--- src/include/onoff_pkg.sv ---
// Package for the PMBus on/off, margin, write-lock and config-store block.
// Assumes a 100 MHz clock and a front end that delivers decoded command frames.
package onoff_pkg;

  localparam int CLK_MHZ = 100;
  localparam int NUM_CH  = 6;

  // Command codes.
  localparam logic [7:0] CMD_PAGE        = 8'h00;
  localparam logic [7:0] CMD_OPERATION   = 8'h01;
  localparam logic [7:0] CMD_ON_OFF_CFG  = 8'h02;
  localparam logic [7:0] CMD_CLEAR       = 8'h03;
  localparam logic [7:0] CMD_WRITE_LOCK  = 8'h10;
  localparam logic [7:0] CMD_STORE_ALL   = 8'h11;
  localparam logic [7:0] CMD_RESTORE_ALL = 8'h12;
  localparam logic [7:0] CMD_FEATURE     = 8'h19;

  // OPERATION codes.
  localparam logic [7:0] OP_OFF_NOW  = 8'h00;
  localparam logic [7:0] OP_OFF_SOFT = 8'h40;
  localparam logic [7:0] OP_ON       = 8'h80;
  localparam logic [7:0] OP_LOW_IGN  = 8'h94;
  localparam logic [7:0] OP_LOW_ACT  = 8'h98;
  localparam logic [7:0] OP_HIGH_IGN = 8'hA4;
  localparam logic [7:0] OP_HIGH_ACT = 8'hA8;

  // On/off configuration fields.
  localparam int CFG_BIAS_BIT = 4;
  localparam int CFG_OP_BIT   = 3;
  localparam int CFG_PIN_BIT  = 2;
  localparam int CFG_POL_BIT  = 1;
  localparam int CFG_IMM_BIT  = 0;
  localparam logic [7:0] CFG_USED_MASK = 8'h1F;

  // Write-lock levels.
  localparam logic [7:0] LOCK_ALL    = 8'h80;
  localparam logic [7:0] LOCK_OP     = 8'h40;
  localparam logic [7:0] LOCK_CFG    = 8'h20;
  localparam logic [7:0] LOCK_NONE   = 8'h00;

  // Reset values and page codes.
  localparam logic [7:0] CFG_DEFAULT  = 8'h16;
  localparam logic [7:0] PAGE_RESET   = 8'h00;
  localparam logic [7:0] PAGE_ALL     = 8'hFF;
  localparam logic [7:0] OP_RESET     = 8'h00;

  // Feature report fields.
  localparam logic       FEAT_PEC    = 1'b0;
  localparam logic [1:0] FEAT_SPEED  = 2'b00;
  localparam logic [3:0] FEAT_RSVD   = 4'h0;

  // Timing.
  localparam int TOFF_DELAY_US  = 1000;
  localparam int TOFF_CYCLES    = TOFF_DELAY_US * CLK_MHZ;
  localparam int STORE_TIME_US  = 10000;
  localparam int STORE_CYCLES   = STORE_TIME_US * CLK_MHZ;

  typedef struct packed {
    logic       write;
    logic [7:0] code;
    logic [7:0] data;
  } cmd_t;

  typedef struct packed {
    logic [7:0] on_off;
    logic [7:0] lock;
  } cfg_t;

  typedef enum logic [1:0] {
    ST_RESTORE,
    ST_IDLE,
    ST_STORE
  } state_t;

endpackage

--- src/logic/config_store.sv ---
// Nonvolatile copy of the configuration with a timed store operation.
// Assumes the caller holds off other work while o_busy is high.
`timescale 1ns/1ps
module config_store #(
  parameter int STORE_CYCLES = onoff_pkg::STORE_CYCLES
) (
  input  wire logic            i_clock,
  input  wire logic            i_sys_rst,
  input  wire logic            i_store_start,
  input  wire onoff_pkg::cfg_t i_store_data,
  input  wire logic            i_supply_low,
  output logic                 o_busy,
  output logic                 o_fail,
  output onoff_pkg::cfg_t      o_saved
);

  logic [31:0] cnt_q;
  logic        fail_seen_q;
  logic        last;
  onoff_pkg::cfg_t image_q = '{on_off: onoff_pkg::CFG_DEFAULT, lock: onoff_pkg::LOCK_NONE};

  assign last = o_busy && (cnt_q == 32'(STORE_CYCLES - 1));

  // Counts the store time and tracks a supply dip during it.
  always_ff @(posedge i_clock or posedge i_sys_rst) begin
    if (i_sys_rst) begin
      o_busy      <= 1'b0;
      cnt_q       <= 32'h0;
      fail_seen_q <= 1'b0;
    end else if (i_store_start && !o_busy) begin
      o_busy      <= 1'b1;
      cnt_q       <= 32'h0;
      fail_seen_q <= i_supply_low;
    end else if (o_busy) begin
      fail_seen_q <= fail_seen_q | i_supply_low;
      if (cnt_q == 32'(STORE_CYCLES - 1)) begin
        o_busy <= 1'b0;
      end else begin
        cnt_q <= cnt_q + 32'h1;
      end
    end
  end

  // Flags a store that saw the supply dip.
  always_ff @(posedge i_clock or posedge i_sys_rst) begin
    if (i_sys_rst) begin
      o_fail <= 1'b0;
    end else begin
      o_fail <= last && (fail_seen_q || i_supply_low);
    end
  end

  // The image is nonvolatile, so the system reset leaves it alone.
  always_ff @(posedge i_clock) begin
    if (last && !fail_seen_q && !i_supply_low) begin
      image_q <= i_store_data;
    end
  end

  assign o_saved = image_q;

endmodule

--- src/logic/pmbus_onoff_protect_config.sv ---
// PMBus command handling for supply on/off, margin, write lock and config store.
// Assumes a front end that delivers one decoded command per i_cmd_valid pulse.
// Functional notes
// - With command enabled, 00h off now, 40h off after delay, 80h on.
// - Unlisted OPERATION byte sets communication fault and raises alert.
// - Command-enable bit clear ignores on/off part, keeps margin part.
// - Margin codes 80h off, 94h/98h low, A4h/A8h high, ignore or act.
// - Margining waits until every enabled channel reports power good.
// - With on/off part ignored, margin acts only on an enabled supply.
// - Config bit 4 low turns supplies on once bias is present.
// - Config bit 4 high obeys only the CONTROL pin and OPERATION.
// - Config bit 3 high requires an OPERATION on before turn-on.
// - Config bit 2 high makes the CONTROL pin required; low ignores it.
// - Polarity 0 turns on with pin low, 1 turns on with pin high.
// - Config bit 0 picks soft or immediate off when CONTROL turns off.
// - CLEAR_FAULTS has no data and clears all status bits together.
// - Clearing faults never restarts or changes the supply enables.
// - A fault still present after clearing sets again and alerts.
// - Lock levels 80h, 40h, 20h, 00h gate which writes are accepted.
// - Reads of supported commands work at any lock level.
// - Writes to locked commands are dropped without any fault.
// - Store-all saves configuration only, not status or operation.
// - Failed store sets communication fault and alerts if enabled.
// - During a store, commands are refused and monitoring halts.
// - Restore-all and every reset load the saved configuration.
// - Feature byte reads no PEC, 100kHz, reserved low nibble zero.
// - Feature bit 4 mirrors the alert enable of the vendor mode setting.
`timescale 1ns/1ps
module pmbus_onoff_protect_config #(
  parameter int TOFF_CYCLES  = onoff_pkg::TOFF_CYCLES,
  parameter int STORE_CYCLES = onoff_pkg::STORE_CYCLES
) (
  input  wire logic                       i_clock,
  input  wire logic                       i_sys_rst,
  input  wire logic                       i_cmd_valid,
  input  wire onoff_pkg::cmd_t            i_cmd,
  output logic                            o_cmd_ready,
  output logic                            o_rd_valid,
  output logic [7:0]                      o_rd_data,
  input  wire logic                       i_control_pin,
  input  wire logic                       i_bias_ok,
  input  wire logic [onoff_pkg::NUM_CH-1:0] i_pgood_on,
  input  wire logic [onoff_pkg::NUM_CH-1:0] i_fault_present,
  input  wire logic [onoff_pkg::NUM_CH-1:0] i_fault_latch_off,
  input  wire logic                       i_alert_enable,
  input  wire logic                       i_supply_low,
  output logic [onoff_pkg::NUM_CH-1:0]    o_supply_enable_output,
  output logic [onoff_pkg::NUM_CH-1:0]    o_margin_low,
  output logic [onoff_pkg::NUM_CH-1:0]    o_margin_high,
  output logic [onoff_pkg::NUM_CH-1:0]    o_margin_act_fault,
  output logic                            o_status_cml,
  output logic                            o_status_fault,
  output logic                            o_alert
);

  localparam int N = onoff_pkg::NUM_CH;

  onoff_pkg::state_t state_q;
  onoff_pkg::cfg_t   cfg_q;
  onoff_pkg::cfg_t   saved;
  logic [7:0]        page_q;
  logic [7:0]        op_q [N];
  logic [31:0]       off_cnt_q [N];
  logic [N-1:0]      latch_q;
  logic [1:0]        ctrl_sync_q;
  logic [1:0]        bias_sync_q;
  logic              store_busy;
  logic              store_fail;
  logic              store_start;
  logic              take;
  logic              wr;
  logic              rd;
  logic              monitor;
  logic              pin_on;
  logic              op_bad;
  logic              clear;
  logic [N-1:0]      sel;
  logic [N-1:0]      want;
  logic [N-1:0]      imm_off;
  logic              margin_ok;

  // Write acceptance for the current lock level.
  function automatic logic write_allowed(input logic [7:0] code, input logic [7:0] lock);
    logic ok;
    ok = 1'b1;
    if (lock[7]) begin
      ok = (code == onoff_pkg::CMD_WRITE_LOCK);
    end else if (lock[6]) begin
      ok = (code == onoff_pkg::CMD_WRITE_LOCK) || (code == onoff_pkg::CMD_OPERATION) ||
           (code == onoff_pkg::CMD_PAGE);
    end else if (lock[5]) begin
      ok = (code == onoff_pkg::CMD_WRITE_LOCK) || (code == onoff_pkg::CMD_OPERATION) ||
           (code == onoff_pkg::CMD_PAGE) || (code == onoff_pkg::CMD_ON_OFF_CFG);
    end
    return ok;
  endfunction

  // True for any listed OPERATION byte.
  function automatic logic op_valid(input logic [7:0] v);
    return (v == onoff_pkg::OP_OFF_NOW) || (v == onoff_pkg::OP_OFF_SOFT) ||
           (v == onoff_pkg::OP_ON) || (v == onoff_pkg::OP_LOW_IGN) ||
           (v == onoff_pkg::OP_LOW_ACT) || (v == onoff_pkg::OP_HIGH_IGN) ||
           (v == onoff_pkg::OP_HIGH_ACT);
  endfunction

  config_store #(
    .STORE_CYCLES (STORE_CYCLES)
  ) u_store (
    .i_clock       (i_clock),
    .i_sys_rst     (i_sys_rst),
    .i_store_start (store_start),
    .i_store_data  (cfg_q),
    .i_supply_low  (i_supply_low),
    .o_busy        (store_busy),
    .o_fail        (store_fail),
    .o_saved       (saved)
  );

  // Pin synchronisers.
  always_ff @(posedge i_clock or posedge i_sys_rst) begin
    if (i_sys_rst) begin
      ctrl_sync_q <= 2'b00;
      bias_sync_q <= 2'b00;
    end else begin
      ctrl_sync_q <= {ctrl_sync_q[0], i_control_pin};
      bias_sync_q <= {bias_sync_q[0], i_bias_ok};
    end
  end

  assign o_cmd_ready = (state_q == onoff_pkg::ST_IDLE);
  assign take        = i_cmd_valid && o_cmd_ready;
  assign wr          = take && i_cmd.write;
  assign rd          = take && !i_cmd.write;
  assign monitor     = (state_q != onoff_pkg::ST_STORE);
  assign store_start = wr && (i_cmd.code == onoff_pkg::CMD_STORE_ALL) &&
                       write_allowed(i_cmd.code, cfg_q.lock);
  assign clear       = wr && (i_cmd.code == onoff_pkg::CMD_CLEAR) &&
                       write_allowed(i_cmd.code, cfg_q.lock);
  assign op_bad      = wr && (i_cmd.code == onoff_pkg::CMD_OPERATION) &&
                       write_allowed(i_cmd.code, cfg_q.lock) && !op_valid(i_cmd.data);

  // Level of the CONTROL pin that means on.
  assign pin_on = ctrl_sync_q[1] == cfg_q.on_off[onoff_pkg::CFG_POL_BIT];

  // Sequencer: restore after reset, idle, store.
  always_ff @(posedge i_clock or posedge i_sys_rst) begin
    if (i_sys_rst) begin
      state_q <= onoff_pkg::ST_RESTORE;
    end else begin
      case (state_q)
        onoff_pkg::ST_RESTORE: begin
          state_q <= onoff_pkg::ST_IDLE;
        end
        onoff_pkg::ST_IDLE: begin
          if (store_start) begin
            state_q <= onoff_pkg::ST_STORE;
          end
        end
        onoff_pkg::ST_STORE: begin
          if (!store_busy && state_q == onoff_pkg::ST_STORE && !store_start) begin
            state_q <= onoff_pkg::ST_IDLE;
          end
        end
        default: begin
          state_q <= onoff_pkg::ST_IDLE;
        end
      endcase
    end
  end

  // Working configuration registers.
  always_ff @(posedge i_clock or posedge i_sys_rst) begin
    if (i_sys_rst) begin
      cfg_q <= '{on_off: onoff_pkg::CFG_DEFAULT, lock: onoff_pkg::LOCK_NONE};
    end else if (state_q == onoff_pkg::ST_RESTORE) begin
      cfg_q <= saved;
    end else if (wr && write_allowed(i_cmd.code, cfg_q.lock)) begin
      if (i_cmd.code == onoff_pkg::CMD_RESTORE_ALL) begin
        cfg_q <= saved;
      end else if (i_cmd.code == onoff_pkg::CMD_ON_OFF_CFG) begin
        cfg_q.on_off <= i_cmd.data & onoff_pkg::CFG_USED_MASK;
      end else if (i_cmd.code == onoff_pkg::CMD_WRITE_LOCK) begin
        cfg_q.lock <= i_cmd.data;
      end
    end
  end

  // Page selection.
  always_ff @(posedge i_clock or posedge i_sys_rst) begin
    if (i_sys_rst) begin
      page_q <= onoff_pkg::PAGE_RESET;
    end else if (wr && i_cmd.code == onoff_pkg::CMD_PAGE &&
                 write_allowed(i_cmd.code, cfg_q.lock)) begin
      page_q <= i_cmd.data;
    end
  end

  always_comb begin
    for (int i = 0; i < N; i++) begin
      sel[i] = (page_q == onoff_pkg::PAGE_ALL) || (page_q == 8'(i));
    end
  end

  // Per-channel OPERATION byte.
  always_ff @(posedge i_clock or posedge i_sys_rst) begin
    if (i_sys_rst) begin
      for (int i = 0; i < N; i++) begin
        op_q[i] <= onoff_pkg::OP_RESET;
      end
    end else if (wr && i_cmd.code == onoff_pkg::CMD_OPERATION &&
                 write_allowed(i_cmd.code, cfg_q.lock) && op_valid(i_cmd.data)) begin
      for (int i = 0; i < N; i++) begin
        if (sel[i] && (cfg_q.on_off[onoff_pkg::CFG_OP_BIT] ||
                       o_supply_enable_output[i])) begin
          op_q[i] <= i_cmd.data;
        end
      end
    end
  end

  // Turn-on demand per channel.
  always_comb begin
    for (int i = 0; i < N; i++) begin
      if (!cfg_q.on_off[onoff_pkg::CFG_BIAS_BIT]) begin
        want[i] = bias_sync_q[1];
      end else begin
        want[i] = (!cfg_q.on_off[onoff_pkg::CFG_OP_BIT] || op_q[i][7]) &&
                  (!cfg_q.on_off[onoff_pkg::CFG_PIN_BIT] || pin_on);
      end
      imm_off[i] = (cfg_q.on_off[onoff_pkg::CFG_OP_BIT] &&
                    op_q[i] == onoff_pkg::OP_OFF_NOW) ||
                   (cfg_q.on_off[onoff_pkg::CFG_PIN_BIT] && !pin_on &&
                    cfg_q.on_off[onoff_pkg::CFG_IMM_BIT]);
    end
  end

  // Fault latch-off: held until the channel is commanded off.
  always_ff @(posedge i_clock or posedge i_sys_rst) begin
    if (i_sys_rst) begin
      latch_q <= '0;
    end else begin
      latch_q <= (latch_q & want) | (i_fault_latch_off & {N{monitor}});
    end
  end

  // Supply enables with soft-off delay.
  always_ff @(posedge i_clock or posedge i_sys_rst) begin
    if (i_sys_rst) begin
      o_supply_enable_output <= '0;
      for (int i = 0; i < N; i++) begin
        off_cnt_q[i] <= 32'h0;
      end
    end else begin
      for (int i = 0; i < N; i++) begin
        if (latch_q[i]) begin
          o_supply_enable_output[i] <= 1'b0;
          off_cnt_q[i]              <= 32'h0;
        end else if (want[i]) begin
          o_supply_enable_output[i] <= 1'b1;
          off_cnt_q[i]              <= 32'h0;
        end else if (o_supply_enable_output[i]) begin
          if (imm_off[i] || off_cnt_q[i] == 32'(TOFF_CYCLES - 1)) begin
            o_supply_enable_output[i] <= 1'b0;
            off_cnt_q[i]              <= 32'h0;
          end else begin
            off_cnt_q[i] <= off_cnt_q[i] + 32'h1;
          end
        end
      end
    end
  end

  // Margin low/high outputs, held back until all enabled channels are good; act-fault follows OPERATION only.
  assign margin_ok = ((i_pgood_on & o_supply_enable_output) == o_supply_enable_output);

  always_ff @(posedge i_clock or posedge i_sys_rst) begin
    if (i_sys_rst) begin
      o_margin_low       <= '0;
      o_margin_high      <= '0;
      o_margin_act_fault <= '0;
    end else begin
      for (int i = 0; i < N; i++) begin
        o_margin_low[i]       <= margin_ok && o_supply_enable_output[i] &&
                                 (op_q[i] == onoff_pkg::OP_LOW_IGN ||
                                  op_q[i] == onoff_pkg::OP_LOW_ACT);
        o_margin_high[i]      <= margin_ok && o_supply_enable_output[i] &&
                                 (op_q[i] == onoff_pkg::OP_HIGH_IGN ||
                                  op_q[i] == onoff_pkg::OP_HIGH_ACT);
        o_margin_act_fault[i] <= op_q[i] == onoff_pkg::OP_LOW_ACT ||
                                 op_q[i] == onoff_pkg::OP_HIGH_ACT;
      end
    end
  end

  // Status bits: a new event in the clearing cycle wins.
  always_ff @(posedge i_clock or posedge i_sys_rst) begin
    if (i_sys_rst) begin
      o_status_cml   <= 1'b0;
      o_status_fault <= 1'b0;
    end else begin
      o_status_cml   <= (o_status_cml && !clear) || op_bad || store_fail;
      o_status_fault <= (o_status_fault && !clear) ||
                        (monitor && |i_fault_present);
    end
  end

  always_ff @(posedge i_clock or posedge i_sys_rst) begin
    if (i_sys_rst) begin
      o_alert <= 1'b0;
    end else begin
      o_alert <= i_alert_enable && (o_status_cml || o_status_fault);
    end
  end

  // Read answers, never gated by the lock level.
  always_ff @(posedge i_clock or posedge i_sys_rst) begin
    if (i_sys_rst) begin
      o_rd_valid <= 1'b0;
      o_rd_data  <= 8'h00;
    end else begin
      o_rd_valid <= rd;
      if (rd) begin
        if (i_cmd.code == onoff_pkg::CMD_PAGE) begin
          o_rd_data <= page_q;
        end else if (i_cmd.code == onoff_pkg::CMD_OPERATION) begin
          o_rd_data <= op_q[(page_q < 8'(N)) ? 3'(page_q) : 3'h0];
        end else if (i_cmd.code == onoff_pkg::CMD_ON_OFF_CFG) begin
          o_rd_data <= cfg_q.on_off & onoff_pkg::CFG_USED_MASK;
        end else if (i_cmd.code == onoff_pkg::CMD_WRITE_LOCK) begin
          o_rd_data <= cfg_q.lock;
        end else if (i_cmd.code == onoff_pkg::CMD_FEATURE) begin
          o_rd_data <= {onoff_pkg::FEAT_PEC, onoff_pkg::FEAT_SPEED, i_alert_enable,
                        onoff_pkg::FEAT_RSVD};
        end else begin
          o_rd_data <= 8'h00;
        end
      end
    end
  end

endmodule

--- config.mk ---
export PLATFORM = sky130hd
export DESIGN_NAME = pmbus_onoff_protect_config
export DESIGN_NICKNAME = d
export VERILOG_FILES = /design/src/include/onoff_pkg.sv /design/src/logic/config_store.sv /design/src/logic/pmbus_onoff_protect_config.sv
export SDC_FILE = /design/constraint.sdc
export NUM_CORES = 1
export LEC_CHECK = 0
export ABC_AREA = 0
export BUFFER_PORTS_ARGS = -buffer_cell sky130_fd_sc_hd__buf_2
export CAP_MARGIN = 25
export CORE_MARGIN = 10
export CORE_UTILIZATION = 60
export CTS_BUF_LIST = sky130_fd_sc_hd__clkbuf_4 sky130_fd_sc_hd__clkbuf_8
export DETAILED_ROUTE_END_ITERATION = 10
export MAX_ROUTING_LAYER = met4
export PLACE_DENSITY = 0.8
export SLEW_MARGIN = 20
export SYNTH_ARGS = -nofsm -noshare
export SYNTH_HDL_FRONTEND = slang
export SYNTH_SLANG_ARGS = --single-unit
--- constraint.sdc ---
create_clock -name i_clock -period 15 [get_ports i_clock]
set_clock_uncertainty 0.05 [all_clocks]
set_input_delay 3.75 -clock i_clock [delete_from_list [all_inputs] [get_ports i_clock]]
set_output_delay 3.75 -clock i_clock [all_outputs]
set_load 0.005 [all_outputs]
==> run summary, run 1 <==
The run finished with clean final reports. By area the synthesized netlist is led by dfrtp_1, nor2_1, xnor2_1, xor2_1, nand4_1. The maximum number of buffers from clock root to sink came out at 3.

Entering global routing, the biggest net connects 113 pins. The sequential fraction of the synthesis area is 0.4863. The fraction of registers with async set or reset after synthesis is 0.9636. The post-route antenna net violation count came out at 0. The number of buffers added by the clock tree synthesis step is 60. The cell depth of the worst flop-to-flop path is 6. The H-tree was split into 2 levels.

The worst ir drop on vdd came out at between 90 and 100 uV. The cell repeated most along the worst path is nor4_2. The number of antenna violations at the first check in global routing came out at 2.

Along the worst path, the maximum fanout reaches 8. The sum of internal, switching and leakage power came out at ~2.1 mW. The via count of the first global-routing pass came out at about 15000. The top cell types in the final layout, fill and taps aside, are dfrtp_1, nor2_1, nand2_1.

Once placement completed, the tool counted placed cells totaling about 2300. The data arrival time of the critical path came out at 6.48 ns. The synthesized area came out at 18510 um^2.

The static leakage power came out at approximately 8.5 nW. The number of enable-type register cells in the synthesized netlist is 13. The clock sink total is ~360. The start of the worst register-to-register path is page_q[0]$_DFFE_PP0P_. Of the available clock period, the critical path in the final layout requires 0.4016.

After filler insertion, the fill cell instance count of the layout stands at 2325. The count of unresolved DRC violations after routing is 0. The final estimated routing congestion in global placement came out at a little under 1.

In this run the critical register-to-register path is captured at o_rd_data[1]$_DFFE_PP0P_. The post-detailed-route wirelength per cell is between 15 and 20 um. Setup total negative slack on the finished layout was measured at 0 ns. The worst hold path terminates at ctrl_sync_q[1]$_DFF_PP0_. The largest individual stage delay along the critical path comes from the cell or4_1. The areal power density over the cells is a little over 100 nW/um^2. The width of the die is 195.7 um. The die outline height is between 150 and 200 um. The measured slew at the worst slew-check pin came out at 1.032 ns. The setup-violating endpoint count in the final report came out at 0. The estimated wirelength of the detail-placed design came out at about 31000 um. In the synthesized netlist the dominant register cell turns out to be dfrtp_1. In this run, distinct cell masters in the synthesized netlist total between 80 and 90. The critical path required time came out at approximately 15 ns. Traced cell by cell, the critical path runs through buf_2 -> nor4_2 -> nand2_1 -> or4_1 -> nor4_2 -> mux2_2. The final number of hold-violating endpoints came to 0.

The worst slew margin relative to its limit is 0.3096. The hold buffer count at CTS came out at 0. The number of resized instances in the post-cts repair step is 0. The count of port buffers added during placement came out at between 70 and 80. The post-layout utilization of the core came out at 0.6727. The register-to-register setup slack came out at between 10 and 15 ns. The tool flagged a number of max-cap violations equal to 0.

The final critical path time including I/O delays and setup is about 6 ns. The type of the setup path with the least slack is in -> reg. The synthesized netlist cell count is approximately 1900. The type of element launching the critical path is an input port. STA classifies the critical path endpoint as a flip-flop.

The placeable core region is slightly above 30000 um^2. The global-route wire length before repair is about 76000 um. Excluding fillers, the count of instances in the completed layout stands at 2408. The cell depth of the worst min-delay path is 0. After layout, the worst setup slack is approximately 9.0 ns. In this run the mean area of a mapped cell was around 10 um^2. The total track usage is 0.2413. Setup repair after global routing left no endpoint under its margin. In this run the most critical hold path is launched from ctrl_sync_q[0]$_DFF_PP0_.

Leaving out fill and tap cells, the most frequent cell in the layout is dfrtp_1. Of the cells placed in the final design, the portion with a size suffix greater than 1 is 0.1423. The floorplan die area came out at 38280 um^2. The detailed-route wire length came out at around 46000 um. Before CTS, the worst setup slack after placement is ~8.4 ns.

The synthesized net count came out at ~2000. The total of warnings raised by yosys is 0. Tracing the worst setup path back leads to its startpoint at i_cmd[13]. The number of search-and-repair iterations in the first detailed-routing pass came out at 6.

The source-to-sink clock delay at the later pin of the worst-skew pair is between 0.6 and 0.7 ns. The final layout contains 2016 nets. The portion of synthesized cell area occupied by the leading cell type is 0.4609. The final number of max-transition violations is 0.

TritonCTS built the clock tree. Summing over every cut layer, the via total after detailed routing is ~15000. The path type of the worst min-delay path is reg -> reg. The clock slew seen by the registers of the worst setup and hold paths came out at roughly 0.06 ns. The post-synthesis sequential element count is around 360. The routed via count divided by cell count came out at between 6 and 7. The number of top-level pins is a little under 80. For this run the aggregate overflow at the end of global routing stands at 0. The stage delay of the slowest cell on the critical path is 0.79 ns. The initial core utilization came out at 0.6068. The initial detailed-routing violation count is between 1000 and 1500. The clock root buffer is clkbuf_8. The synthesized design spends more area on one cell type than any other, namely dfrtp_1. The highest clock rate came out at 0.1660 GHz.

The number of standard-cell rows in the floorplan is 64. The area overhead of the layout relative to synthesis came out at 10.85%. The number of buffers inserted to repair setup after CTS is 0.
-- critical path, delay by kind of cell --
kind          cells  cell delay, ns
mux               1            0.42
simple gates      4            2.18
buf+inv           1            0.13
-- cell usage after synthesis, types with 7 or more instances --
| cell type | instances |
|---|---|
| a22o_1 | 9 |
| nand3_1 | 86 |
| or4_1 | 14 |
| mux2i_1 | 35 |
| nor4_1 | 69 |
| edfxtp_1 | 13 |
| nand2_1 | 109 |
| o21ai_0 | 65 |
| nor3_1 | 63 |
| nor2_1 | 279 |
| o22ai_1 | 10 |
| or3_1 | 24 |
| nand2b_1 | 7 |
| nor2b_1 | 24 |
| nand4_1 | 107 |
| ha_1 | 7 |
| and4_1 | 16 |
| or2_2 | 10 |
| nand4b_1 | 7 |
| a21oi_1 | 55 |
| and2_1 | 13 |
| and3_1 | 32 |
| mux2_2 | 44 |
| a31oi_1 | 19 |
| clkbuf_1 | 71 |
| inv_1 | 35 |
| dfrtp_1 | 341 |
| xor2_1 | 89 |
| nor4b_1 | 32 |
| xnor2_1 | 97 |
-- logic make-up (layout without fill, tap and decap cells) --
kind of cell / count (synthesis) / count (layout) / share of synthesized area
compound gates: 218 / 218 / 0.07428
xor+xnor: 186 / 186 / 0.08800
fa+ha+maj: 7 / 7 / 0.004731
buf+inv: 122 / 234 / 0.03271
flops: 357 / 357 / 0.4863
mux: 85 / 85 / 0.05055
other cells: 0 / 2 / 0
simple gates: 923 / 923 / 0.2634
-- stage by stage --
stage	instance area, um^2	hold WS (ns)
CTS	20420	0.2995
floorplan	18510	0.2812
detailed placement	19040	0.2862
global route	20520	0.3213
finish	20520	0.2970
global placement	19020	0.2874
-- where the power goes --
group | switching (mW) | leakage [nW] | internal [mW]
Sequential | 0.0152 | 4.70 | 0.979
Clock | 0.400 | 0.725 | 0.579
Combinational | 0.0779 | 3.08 | 0.0302
Total | 0.493 | 8.50 | 1.59
-- how the worst max path moves through the flow --
| stage | cells past startpoint | endpoint | slack, ns |
|---|---|---|---|
| after floorplan | 1 | bias_sync_q[0]$_DFF_PP0_ | 1.67 |
| after global placement | 7 | op_q[7]$_DFFE_PP0P_ | 8.45 |
| after detailed placement | 7 | op_q[4]$_DFFE_PP0P_ | 8.37 |
| after CTS | 7 | op_q[4]$_DFFE_PP0P_ | 9.04 |
| after global routing | 6 | op_q[4]$_DFFE_PP0P_ | 8.82 |
| final | 6 | op_q[4]$_DFFE_PP0P_ | 8.98 |
-- sequential cells by signal (all words and copies together) (netlist names), 8 cells and up --
| signal | flops |
|---|---|
| cfg_q | 13 |
| o_rd_data | 8 |
| off_cnt_q | 192 |
| op_q | 48 |
| page_q | 8 |
| u_store.cnt_q | 32 |
| u_store.o_saved | 13 |
-- layer usage --
metal,share of wire,vias up,wire (um),global-route usage
met4,0.022,0,996,0.08201
met5,0,-,0,-
met3,0.070,81,3185,0.04433
met2,0.47,531,21520,0.3681
li1,-,7003,-,-
met1,0.44,7415,20050,0.3198
-- final cells by class --
| cell class | instances | area [um^2] | share of cell area |
|---|---|---|---|
| Timing Repair Buffer | 93 | 549.3 | 0.02677 |
| Clock buffer | 89 | 1162 | 0.05664 |
| Inverter | 36 | 142.6 | 0.006950 |
| Antenna cell | 2 | 5.005 | 0.0002439 |
| Sequential cell | 357 | 9002 | 0.4387 |
| Clock inverter | 16 | 211.5 | 0.01030 |
| Tap cell | 396 | 495.5 | 0.02414 |
| Multi-Input combinational cell | 1419 | 8954 | 0.4363 |
No activity file was read; power rests on OpenSTA's default activity.
==> inputs of run 2 (changes only) <==
--- a/config.mk
+++ b/config.mk
@@ -5,15 +5,15 @@
 export SDC_FILE = /design/constraint.sdc
 export NUM_CORES = 1
 export LEC_CHECK = 0
-export ABC_AREA = 0
+export ABC_AREA = 1
 export BUFFER_PORTS_ARGS = -buffer_cell sky130_fd_sc_hd__buf_2
 export CAP_MARGIN = 25
 export CORE_MARGIN = 10
-export CORE_UTILIZATION = 60
+export CORE_UTILIZATION = 59
 export CTS_BUF_LIST = sky130_fd_sc_hd__clkbuf_4 sky130_fd_sc_hd__clkbuf_8
 export DETAILED_ROUTE_END_ITERATION = 10
 export MAX_ROUTING_LAYER = met4
-export PLACE_DENSITY = 0.8
+export PLACE_DENSITY = 0.81
 export SLEW_MARGIN = 20
 export SYNTH_ARGS = -nofsm -noshare
 export SYNTH_HDL_FRONTEND = slang
==> constraint.sdc (replaced) <==
create_clock -name i_clock -period 5.1 [get_ports i_clock]
set_clock_uncertainty 0.05 [all_clocks]
set_input_delay 1.275 -clock i_clock [delete_from_list [all_inputs] [get_ports i_clock]]
set_output_delay 1.275 -clock i_clock [all_outputs]
set_load 0.005 [all_outputs]
==> run summary, run 2 <==
The type of element capturing the critical path is a flip-flop. The setup-violating endpoint count in the final report came out at 0 (unchanged). Among all stages on the critical path, the largest delay is contributed by dfstp_2. The stage delay of the slowest cell on the critical path is 0.84 ns (+0.05 ns). The total of warnings raised by yosys was 0 (unchanged). The number of buffers inserted to repair setup after CTS came to 0 (unchanged). The maximum fanout count along the critical path is 20 (+12).

The net count of the finished layout came out at 3304 (+64%). The number of flip-flops in the largest register came out at 192 (unchanged). The clock slew seen by the registers of the worst setup and hold paths is 0.06 ns (about the same). The global-route wire length before repair came out at 96000 um (+27%). The static leakage power was 11.61 nW (+37%).

Yosys attributes the largest share of cell area to dfrtp_1, nand2_1, nor2_1, inv_1, nand3_1. The areal power density over the cells came out at 251.7 nW/um^2 (+150%). The post-synthesis sequential element count is 357 (unchanged). The detailed-route wire length came to 57800 um (+26%). The worst slew margin relative to its limit is 0.3795 (+0.06991). The number of search-and-repair iterations in the first detailed-routing pass came out at 6 (unchanged).

The placeable core region is 36610 um^2 (+20%). The placed standard-cell area is 22600 um^2 (+19%). The clock sink total came out at 357 (unchanged). In the final layout, the registers with the most flip-flops are off_cnt_q x192, op_q x48, u_store.cnt_q x32. The number of buffers added by the clock tree synthesis step is 60 (unchanged). The number of antenna violations at the first check in global routing is 0 (-2). The fraction of layout cells with a size suffix above 1 is 0.08686 (-0.05542). The smallest clock period supported by the final layout is computed as 3.349 ns. The number of enable-type register cells in the synthesized netlist is 13 (unchanged). The synthesized design spends more area on one cell type than any other, namely dfrtp_1. The mean instance size in the synthesized netlist came out at 6.916 um^2 (-29%). The measured slew at the worst slew-check pin is 0.9265 ns (-0.1054 ns). The final number of hold-violating endpoints came out at 0 (unchanged). The critical path in this run is classified as reg -> reg.

The width of the die came out at 212.6 um (+8.7%). The post-route antenna net violation count is 0 (unchanged). The signal on the critical path passes through nor2_4 -> inv_2 -> nand4_1 -> nand2_1 -> inv_1 -> nor2_1.

CTS placed an instance of clkbuf_8 at the clock tree root. The count of unresolved DRC violations after routing is 0 (unchanged). The commonest cells after synthesis are nand2_1, nor2_1, inv_1.

The maximum number of buffers from clock root to sink is 3 (unchanged). The synthesized net count was 3213 (+65%). The path class of the tightest hold or removal check is reg -> reg. The routed via count divided by cell count came out at 5.550 (-11%). The via count of the first global-routing pass is 19880 (+34%). The total via count in the routed design is 20930 (+39%). The floorplan die area is 45190 um^2 (+18%). The library cell with the highest instance count after synthesis is nand2_1. The flow ran to the end, and the final reports show no timing, DRC or antenna violations. The synthesized area came out at 21880 um^2 (+18%). The summed negative setup slack over all endpoints is 0 ns (unchanged). The count of port buffers added during placement is 78 (unchanged). The pin count of the biggest net entering global routing came out at 102 (-9.7%).

The fraction of registers with async set or reset after synthesis came out at 0.9636 (unchanged). The number of standard-cell rows in the floorplan is 70 (+9.4%). The area overhead of the layout relative to synthesis is 9.914%. The worst path buffer plus inverter count was 2 (+1). The max-capacitance violation count was 0 (unchanged).

The number of top-level pins came out at 79 (unchanged). The portion of synthesized cell area occupied by the leading cell type came out at 0.3899 (-0.07100). In the synthesized netlist the dominant register cell turns out to be dfrtp_1. The number of distinct library cells after synthesis came out at 48 (-43%). The total track usage is 0.2634 (+0.02211). The data arrival time of the critical path came out at 3.88 ns (-2.60 ns). The worst ir drop on vdd came out at 203.5 uV (+130%). The sequential fraction of the synthesis area came out at 0.4114 (-0.07490). The number of resized instances in the post-cts repair step is 0 (unchanged). Leaving out fill and tap cells, the most frequent cell in the layout is nand2_1. The final estimated routing congestion in global placement came out at 0.9772 (+0.73%). TritonCTS built the clock tree.

The top cell types in the final layout, fill and taps aside, are nand2_1, nor2_1, inv_1. The H-tree depth reported by CTS is 2 (unchanged). The total overflow reported by the global router is 0 (unchanged). The initial detailed-routing violation count came out at 1744 (+32%).

The post-detailed-route wirelength per cell is 15.32 um (-19%). The final non-filler cell area is 24050 um^2 (+17%). The die outline height is 212.6 um (+8.7%).

The register bank with the most flops is off_cnt_q. Setup repair after global routing left no endpoint under its margin. The synthesized netlist cell count is 3164 (+67%). The critical path required time came out at 5.63 ns (-9.83 ns).

Broken down by cell family, the worst path's largest delay share belongs to simple AND/OR/NAND/NOR gates. The initial core utilization is 0.5977 (-0.009047). The hold buffer count at CTS is 0 (unchanged). The estimated wirelength of the detail-placed design was 42400 um (+37%). The share of the clock period used by the worst path came out at 0.6566. The source-to-sink clock delay at the later pin of the worst-skew pair came out at 0.66 ns (about the same). The final number of max-transition violations came out at 0 (unchanged).

The antenna diode count came to 0 (-2). Derived from the worst setup path, the maximum achievable clock frequency is about 0.3 GHz. The type of element launching the critical path is a flip-flop.
-- run 2: per-layer routing --
metal,global-route usage,wire length [um],vias to the layer above
met1,0.3342,25350,9820
li1,-,-,10270
met4,0.1113,1960,0
met3,0.03519,3477,140
met5,-,0,-
met2,0.4181,27010,704
-- run 2: per-stage QoR --
| stage | hold slack [ns] | setup WS (ns) | power (mW) | util | instances |
|---|---|---|---|---|---|
| final | 0.2978 | 1.751 | 6.054 | 0.6570 | 3772 |
| after global routing | 0.3152 | 1.584 | 6.276 | 0.6570 | 3772 |
| after CTS | 0.3043 | 1.806 | 6.124 | 0.6563 | 3771 |
| after detailed placement | 0.2985 | 1.432 | 3.141 | 0.6172 | 3660 |
| after global placement | 0.2875 | 1.581 | 3.133 | 0.6171 | 3660 |
| after floorplan | 0.2812 | -0.8250 | 3.062 | - | 3164 |
-- run 2: logic make-up (layout without fill, tap and decap cells) --
family / count (synthesis) / in the layout / synth area share
and+or+nand+nor: 2004 / 2004 / 0.3949
buffers and inverters: 489 / 629 / 0.09171
DFF: 357 / 357 / 0.4114
AOI/OAI and AO/OA: 202 / 202 / 0.05597
xor gates and xnor gates: 105 / 105 / 0.04202
adders and majority gates: 7 / 7 / 0.004002
-- run 2: power breakdown --
part           switching, mW  total [mW]  internal, mW  leakage [nW]
Combinational          0.158       0.211        0.0529          6.08
Clock                   1.20        2.96          1.76         0.753
Sequential            0.0161        2.88          2.86          4.78
-- run 2: path summary, 6_finish.rpt --
check                                          from                      endpoint  slack, ns  depth (start not counted)
setup / recovery              cfg_q[12]$_DFFE_PP1P_     off_cnt_q[79]$_DFFE_PP0P_       1.75                          6
hold / removal             bias_sync_q[0]$_DFF_PP0_      bias_sync_q[1]$_DFF_PP0_       0.30                          0
setup reg to reg              cfg_q[12]$_DFFE_PP1P_     off_cnt_q[79]$_DFFE_PP0P_       1.75                          6
hold reg to reg            bias_sync_q[0]$_DFF_PP0_      bias_sync_q[1]$_DFF_PP0_       0.30                          0
max in group asynchronous                 i_sys_rst    off_cnt_q[140]$_DFFE_PP0P_       3.40                          4
min in group asynchronous                 i_sys_rst  u_store.cnt_q[4]$_DFFE_PP0P_       0.52                          2
-- run 2: final cells by class --
class / instances / area [um^2]
fill: 3307 / 12560
multi-input combinational: 2318 / 10890
clock inverter: 13 / 170.2
inverter: 428 / 1610
clock buffer: 98 / 1261
tap: 468 / 585.6
timing repair buffer: 90 / 530.5
sequential: 357 / 9002
